### src/inc/sdc_defs.svh
// constants for the delta-sigma conversion sequencer
// assumes a 20 MHz system clock
`ifndef SDC_DEFS_SVH
`define SDC_DEFS_SVH
`define SDC_CLK_HZ 20000000
`define SDC_RATE_HI_SPS 192000
`define SDC_RATE_LO_SPS 384000
`define SDC_RES_HI 12
`define SDC_RES_LO 8
`define SDC_PRIME_CNT 3
`define SDC_TAPS 4
`define SDC_OSR_HI (`SDC_CLK_HZ / `SDC_RATE_HI_SPS)
`define SDC_OSR_LO (`SDC_CLK_HZ / `SDC_RATE_LO_SPS)
`endif

### src/inc/sdc_pkg.sv
// types for the delta-sigma conversion sequencer
// no assumptions
package sdc_pkg;
  typedef enum logic [1:0] {
    SDC_MODE_SINGLE = 2'h0,
    SDC_MODE_CONT = 2'h1,
    SDC_MODE_MULTI = 2'h2,
    SDC_MODE_TURBO = 2'h3
  } sdc_mode_t;
  typedef enum logic [1:0] {
    SDC_ST_IDLE = 2'h0,
    SDC_ST_PRIME = 2'h1,
    SDC_ST_RUN = 2'h3,
    SDC_ST_HOLD = 2'h2
  } sdc_state_t;
endpackage : sdc_pkg

### src/core/sdc_seq.sv
// conversion sequencer for a delta-sigma converter
// assumes modulator bitstream synchronous to clk_sys, reader pulses rd
`timescale 1ns/1ps
`default_nettype none
`include "sdc_defs.svh"
module sdc_seq
  import sdc_pkg::*;
#(
  parameter int W = `SDC_RES_HI,
  parameter int OSR_HI = `SDC_OSR_HI,
  parameter int OSR_LO = `SDC_OSR_LO
) (
  // clock and reset
  input wire logic clk_sys,
  input wire logic rst,
  // control
  input wire logic [1:0] mode,
  input wire logic lo_res,
  input wire logic start_bit,
  input wire logic trig,
  input wire logic stop,
  input wire logic in_sel_chg,
  // modulator
  input wire logic mod_bit,
  // result
  input wire logic rd,
  output logic [W-1:0] result_ff,
  output logic done_ff,
  output logic status_ff,
  output logic valid_ff,
  output logic busy_ff
);
  sdc_state_t st_ff, nxt_st;
  logic [15:0] cyc_ff, nxt_cyc;
  logic [2:0] cnv_ff, nxt_cnv;
  logic [2:0] vcnt_ff, nxt_vcnt;
  logic [W-1:0] nxt_result;
  logic nxt_done, nxt_valid, nxt_busy, nxt_status;
  logic pend_ff, nxt_pend;
  logic conv_end, dclr, go;
  logic [W-1:0] dsum;
  logic [15:0] osr;

  // conversion length trades resolution for rate
  assign osr = lo_res ? 16'(OSR_LO) : 16'(OSR_HI);
  assign conv_end = (st_ff == SDC_ST_PRIME || st_ff == SDC_ST_RUN) &&
                    (cyc_ff == osr - 16'h0001);
  assign go = start_bit | trig;

  sdc_decim #(.W(W)) u_decim (
    .clk_sys(clk_sys),
    .rst(rst),
    .clr(dclr),
    .bit_in(mod_bit),
    .conv_end(conv_end),
    .sum_ff(dsum)
  );

  always_comb begin
    nxt_st = st_ff;
    nxt_cyc = cyc_ff;
    nxt_cnv = cnv_ff;
    nxt_result = result_ff;
    nxt_done = done_ff;
    nxt_status = status_ff;
    nxt_valid = valid_ff;
    nxt_vcnt = vcnt_ff;
    dclr = 1'b0;
    if (st_ff == SDC_ST_PRIME || st_ff == SDC_ST_RUN)
      nxt_cyc = conv_end ? 16'h0000 : cyc_ff + 16'h0001;
    if (in_sel_chg) begin
      nxt_vcnt = 3'h0;
      nxt_valid = 1'b0;
    end else if (conv_end && vcnt_ff < 3'(`SDC_TAPS)) begin
      nxt_vcnt = vcnt_ff + 3'h1;
    end
    // read clears; a new result in the same cycle wins below
    if (rd) begin
      nxt_done = 1'b0;
      nxt_status = 1'b0;
    end
    // result posted once the decimator sum is registered
    nxt_pend = (st_ff == SDC_ST_RUN) && conv_end;
    if (pend_ff) begin
      nxt_result = dsum;
      nxt_done = 1'b1;
      nxt_status = 1'b1;
      nxt_valid = (nxt_vcnt >= 3'(`SDC_TAPS));
    end
    unique case (st_ff)
      SDC_ST_IDLE: begin
        if (go) begin
          nxt_st = SDC_ST_PRIME;
          nxt_cyc = 16'h0000;
          nxt_cnv = 3'h0;
          dclr = 1'b1;
        end
      end
      SDC_ST_PRIME: begin
        if (conv_end) begin
          nxt_cnv = cnv_ff + 3'h1;
          if (cnv_ff == 3'(`SDC_PRIME_CNT - 1)) nxt_st = SDC_ST_RUN;
        end
      end
      SDC_ST_RUN: begin
        if (conv_end) begin
          unique case (mode)
            SDC_MODE_CONT: nxt_st = stop ? SDC_ST_IDLE : SDC_ST_RUN;
            SDC_MODE_MULTI, SDC_MODE_TURBO: begin
              nxt_st = stop ? SDC_ST_IDLE : SDC_ST_PRIME;
              nxt_cnv = 3'h0;
              dclr = ~stop;
            end
            default: nxt_st = SDC_ST_HOLD;
          endcase
        end
      end
      SDC_ST_HOLD: begin
        if (rd) nxt_st = SDC_ST_IDLE;
      end
    endcase
    nxt_busy = (nxt_st != SDC_ST_IDLE);
  end

  always_ff @(posedge clk_sys or posedge rst) begin
    if (rst) begin
      st_ff <= SDC_ST_IDLE;
      cyc_ff <= 16'h0000;
      cnv_ff <= 3'h0;
      vcnt_ff <= 3'h0;
      result_ff <= '0;
      done_ff <= 1'b0;
      status_ff <= 1'b0;
      valid_ff <= 1'b0;
      busy_ff <= 1'b0;
      pend_ff <= 1'b0;
    end else begin
      st_ff <= nxt_st;
      cyc_ff <= nxt_cyc;
      cnv_ff <= nxt_cnv;
      vcnt_ff <= nxt_vcnt;
      result_ff <= nxt_result;
      done_ff <= nxt_done;
      status_ff <= nxt_status;
      valid_ff <= nxt_valid;
      busy_ff <= nxt_busy;
      pend_ff <= nxt_pend;
    end
  end

  done_hold_a: assert property (
    @(posedge clk_sys) disable iff (rst)
    done_ff && !rd |=> done_ff)
    else $error("done dropped without read");
  done_rise_a: assert property (
    @(posedge clk_sys) disable iff (rst)
    st_ff == SDC_ST_RUN && conv_end |=> ##1 (done_ff && status_ff))
    else $error("done not set at result");
  busy_ign_a: assert property (
    @(posedge clk_sys) disable iff (rst)
    st_ff == SDC_ST_PRIME && go
    |=> cyc_ff != 16'h0000 || cnv_ff == $past(cnv_ff) + 3'h1)
    else $error("start restarted a running sequence");
  hold_stay_a: assert property (
    @(posedge clk_sys) disable iff (rst)
    st_ff == SDC_ST_HOLD && !rd |=> st_ff == SDC_ST_HOLD)
    else $error("sequence left hold early");
  prime_len_a: assert property (
    @(posedge clk_sys) disable iff (rst)
    st_ff == SDC_ST_IDLE && go
    |=> st_ff == SDC_ST_PRIME && cnv_ff == 3'h0 && cyc_ff == 16'h0000)
    else $error("no priming after start");
  prime_end_a: assert property (
    @(posedge clk_sys) disable iff (rst)
    st_ff == SDC_ST_PRIME && conv_end && cnv_ff == 3'(`SDC_PRIME_CNT - 1)
    |=> st_ff == SDC_ST_RUN)
    else $error("priming length wrong");
  stby_ret_a: assert property (
    @(posedge clk_sys) disable iff (rst)
    st_ff == SDC_ST_HOLD && rd |=> st_ff == SDC_ST_IDLE)
    else $error("no standby after read");
  cont_run_a: assert property (
    @(posedge clk_sys) disable iff (rst)
    st_ff == SDC_ST_RUN && conv_end && mode == SDC_MODE_CONT && !stop
    |=> st_ff == SDC_ST_RUN)
    else $error("continuous re-primed");
  multi_re_a: assert property (
    @(posedge clk_sys) disable iff (rst)
    st_ff == SDC_ST_RUN && conv_end && mode[1] && !stop
    |=> st_ff == SDC_ST_PRIME && cnv_ff == 3'h0)
    else $error("multi did not re-prime");
  chg_inv_a: assert property (
    @(posedge clk_sys) disable iff (rst)
    in_sel_chg |=> !valid_ff)
    else $error("valid after input change");
endmodule : sdc_seq
`default_nettype wire

### src/core/sdc_decim.sv
// decimator: counts ones per conversion, sums four latest conversions
// assumes bitstream one bit per clock, clear restarts the pipeline
`timescale 1ns/1ps
`default_nettype none
`include "sdc_defs.svh"
module sdc_decim
  import sdc_pkg::*;
#(
  parameter int W = 12
) (
  input wire logic clk_sys,
  input wire logic rst,
  input wire logic clr,
  input wire logic bit_in,
  input wire logic conv_end,
  output logic [W-1:0] sum_ff
);
  logic [W-1:0] acc_ff;
  logic [W-1:0] nxt_acc;
  logic [W-1:0] tap_ff [`SDC_TAPS];
  logic [W-1:0] nxt_tap [`SDC_TAPS];
  logic [W-1:0] nxt_sum;

  always_comb begin
    nxt_acc = acc_ff + W'(bit_in);
    nxt_sum = sum_ff;
    if (conv_end) begin
      nxt_acc = '0;
      nxt_sum = W'(acc_ff + W'(bit_in) + tap_ff[0] + tap_ff[1] + tap_ff[2]);
    end
    // sum survives clr so a result ending in a restart is kept
    if (clr) nxt_acc = '0;
  end

  genvar g;
  generate
    for (g = 0; g < `SDC_TAPS; g++) begin : g_tap
      logic [W-1:0] shift_in;
      if (g == 0) begin : g_head
        assign shift_in = W'(acc_ff + W'(bit_in));
      end else begin : g_next
        assign shift_in = tap_ff[g-1];
      end
      always_comb begin
        nxt_tap[g] = tap_ff[g];
        if (conv_end) nxt_tap[g] = shift_in;
        if (clr) nxt_tap[g] = '0;
      end
    end
  endgenerate

  always_ff @(posedge clk_sys or posedge rst) begin
    if (rst) begin
      acc_ff <= '0;
      sum_ff <= '0;
      for (int i = 0; i < `SDC_TAPS; i++) tap_ff[i] <= '0;
    end else begin
      acc_ff <= nxt_acc;
      sum_ff <= nxt_sum;
      for (int i = 0; i < `SDC_TAPS; i++) tap_ff[i] <= nxt_tap[i];
    end
  end
endmodule : sdc_decim
`default_nettype wire

### config.mk
export PLATFORM = sky130hd
export DESIGN_NAME = sdc_seq
export DESIGN_NICKNAME = d
export VERILOG_FILES = /design/src/inc/sdc_pkg.sv /design/src/core/sdc_seq.sv /design/src/core/sdc_decim.sv
export VERILOG_INCLUDE_DIRS = /design/src /design/src/inc
export SDC_FILE = /design/constraint.sdc
export NUM_CORES = 1
export LEC_CHECK = 0
export BUFFER_PORTS_ARGS = -buffer_cell sky130_fd_sc_hd__clkbuf_2
export CORE_MARGIN = 1.5
export CORE_UTILIZATION = 39
export DETAILED_ROUTE_END_ITERATION = 8
export GPL_TIMING_DRIVEN = 0
export PLACE_DENSITY = 0.57
export SLEW_MARGIN = 10
export SYNTH_ARGS = -nofsm -noshare
export SYNTH_HDL_FRONTEND = slang
export SYNTH_SLANG_ARGS = --single-unit
### constraint.sdc
create_clock -name clk_sys -period 4.31 [get_ports clk_sys]
set_clock_uncertainty 0.15 [all_clocks]
set_input_delay 0.2155 -clock clk_sys [delete_from_list [all_inputs] [get_ports clk_sys]]
set_output_delay 0.2155 -clock clk_sys [all_outputs]
set_load 0.005 [all_outputs]
==> flow_summary.json <==
{
  "status": "finished, final reports clean",
  "min_period_ns": 3.73,
  "fillers": 1301,
  "post_cts_buffers": 0,
  "power.switching_mw": 0.733,
  "row_count": 42,
  "clkLatencyLatePin_ns": 0.36,
  "dr.first_iter.drc_count": 186,
  "ir_drop_mv": 0.176,
  "globalplace.congestion": 0.798,
  "worst_slew_pin_slew_ns": 0.835,
  "worst_r2r_startpoint": "u_decim.acc_ff[0]",
  "hpwlAfterDp_um": 8190,
  "synth_seq_cells": 100,
  "syn_area_per_cell_sq_um": 9.90,
  "synth.area.top_cells": "dfrtp_1 (46%), fa_1 (8.2%), nand2_1 (5.8%), ha_1 (5.1%), nor2_1 (3.8%)",
  "synth_top_area_cell": "dfrtp_1",
  "power_mw": 2.50,
  "synth_nets": 600,
  "timing.max_cap.violations": 0,
  "hold_viol_final": 0,
  "tns_ns": 0,
  "cts_buffers": 9,
  "max_freq_ghz": 0.268,
  "timing.final.max_slew_violations": 0,
  "postRouteAntennaNets": 0,
  "clock-root-buffer": "clkbuf_16",
  "dr.pass1.iters": 4,
  "clkTransAtPathRegs_ns": 0.07,
  "grt_pass1_wl_um": 19300,
  "rsz0062_at_grt": "false",
  "io_pins": 27,
  "cts_buffer_depth": 2,
  "drc_errors": 0,
  "core_sq_um": 13400,
  "clkSinkCount": 100,
  "drive_gt1_share_pct": 12.0,
  "cp.required_ns": 4.39,
  "ys_warn_count": 0,
  "area_delta_synth_final_pct": 13.9,
  "min_period_over_period_pct": 86.5,
  "antenna_found_initial": 0,
  "max_slew_margin_pct": 43.6,
  "overflow": 0,
  "post-route-util_pct": 45.9,
  "cts_resized": 0,
  "cell_internal_pwr_mw": 1.77,
  "crit_fanout": 5,
  "swShare_pct": 29.3,
  "rrSetupSlack_ns": 0.58,
  "cts_tree": "yes",
  "min-delay-start": "rd",
  "crit_path_end_kind": "flip-flop",
  "synth_cell_types": 47,
  "yosysTopAreaCellShare_pct": 46.4,
  "grt_max_degree": 63,
  "p_clk_share_pct": 37.7,
  "crit_path_start_kind": "flip-flop",
  "start_util_pct": 40.3,
  "die_x_um": 121,
  "p_leak_nw": 2.86,
  "powerDensity_nw_per_um2": 407,
  "hold_class": "in2reg",
  "routedWlPerCell_um": 14.9,
  "drt-total-wl_um": 11400,
  "antenna_cells": 0,
  "pwr-share-seq_pct": 43.4,
  "setup-violations-final": 0,
  "grt_usage_pct": 17.1,
  "numPortBuffers": 26,
  "grt_pass1_vias": 3905,
  "worstSetupPathType": "reg2reg",
  "die_y_um": 121,
  "nets": 640,
  "ys_seq_area_share_pct": 46.4,
  "netlist_area_sq_um": 5400,
  "cp.arrival_ns": 3.81,
  "power_frac_comb_pct": 18.8,
  "whs_ns": 0.0147,
  "postSynthCellCount": 545,
  "dieArea_sq_um": 14600,
  "num_vias": 3805,
  "vias_per_cell": 4.97,
  "htree_levels": 3,
  "crit_path_start": "u_decim.acc_ff[0]",
  "cts_hold_buffers": 2
}
[synth_stat cells, drive strengths merged]
cell / number
fa: 22
a21oi: 38
o2bb2ai: 1
nor3: 8
nand3: 8
and2: 2
buf: 8
clkbuf: 11
mux2: 14
nand2: 84
nand2b: 2
o21ai: 17
a2bb2oi: 2
xnor2: 16
a22o: 1
o31a: 1
o21bai: 1
mux2i: 2
o22ai: 1
nor2: 54
nor2b: 7
nand4b: 1
a21o: 3
o21a: 2
and4: 3
o211ai: 3
xor2: 21
a21boi: 1
or2: 1
nor4: 1
nand4: 7
ha: 22
a211oi: 14
nor4b: 1
o32a: 1
nor4bb: 3
or4: 1
and3: 4
or3: 2
inv: 53
a31oi: 1
dfrtp: 100
[path summary, 6_finish.rpt]
path                                           endpoint  depth (start not counted)
min                                           status_ff                          3
max reg2reg                          u_decim.sum_ff[10]                         12
max                                  u_decim.sum_ff[10]                         12
max in group asynchronous  u_decim.g_tap[2].shift_in[3]                          4
min reg2reg                           u_decim.sum_ff[7]                          2
min in group asynchronous                    cyc_ff[11]                          3
[area by class of cell]
type                            count  area, sq um  area share (%)
Buffer                             19         91.3            1.49
Inverter                           53          201            3.28
Clock inverter                      7          124            2.02
Multi-Input combinational cell    373         2610            42.4
Timing Repair Buffer               29          178            2.89
Sequential cell                   100         2500            40.7
Tap cell                          176          220            3.58
Clock buffer                        9          225            3.66
[power groups by stage]
stage,clock (mW),combinational [mW],sequential [mW]
global placement,0,0.446,1.09
floorplan,0,0.348,1.08
global route,1.00,0.533,1.10
CTS,0.962,0.478,1.09
finish,0.943,0.471,1.09
detailed placement,0,0.467,1.10
[cells by family after synthesis]
logic type / after synthesis / share of synthesized area [%]
buf+inv: 72 / 5.38
compound gates: 87 / 9.74
xor+xnor: 37 / 6.00
simple gates: 189 / 16.0
mux: 16 / 3.29
fa+ha+maj: 44 / 13.3
flops: 100 / 46.4
[metrics by stage]
step           std cells  setup WS, ns  cell area [sq um]
3_3_place_gp         747         0.177               5750
6_report             766         0.581               6150
4_1_cts              766         0.596               6150
5_1_grt              766         0.360               6150
3_5_place_dp         748         0.611               5780
2_1_floorplan        545          1.11               5400
[layout by cell type, fill, tap and decap left out, drive strengths merged, types with 3 or more instances in the layout]
cell,netlist,layout
o211ai,3,3
a211oi,14,14
mux2,14,14
dfrtp,100,100
nor2b,7,7
nor4bb,3,3
a21oi,38,38
nor3,8,8
nand3,8,8
nand2,84,84
xor2,21,21
buf,8,9
inv,53,54
ha,22,22
clkbuf,11,46
and4,3,3
o21ai,17,17
nor2,54,54
bufinv,0,3
fa,22,22
a21o,3,3
nand4,7,7
xnor2,16,16
and3,4,4
[critical path, stage by stage, from the launching register on]
cell       delay [ns]
dfrtp_1          0.36
ha_1             0.23
ha_1             0.27
xnor2_1          0.40
fa_1             0.54
inv_1            0.08
ha_1             0.23
a21o_1           0.15
a21oi_1          0.23
a2bb2oi_1        0.36
a31oi_1          0.17
xor2_1           0.17
mux2_2           0.26
[sequential cells by signal (all words and copies together), names as in the netlist]
name / cells
busy_ff: 1
cnv_ff: 3
cyc_ff: 16
pend_ff: 1
result_ff: 12
st_ff: 2
status_ff: 1
u_decim.acc_ff: 12
u_decim.g_tap.shift_in: 36
u_decim.sum_ff: 12
valid_ff: 1
vcnt_ff: 3
[per-layer routing]
layer  vias to the layer above  wire (um)  GRT usage [%]
li1                       1874          -              -
met1                      1871       5420           22.6
met2                        47       5410           28.1
met3                        13        337           2.83
met4                         0        200           6.62
met5                         -          0              0
(Power assumes the default switching activity.)
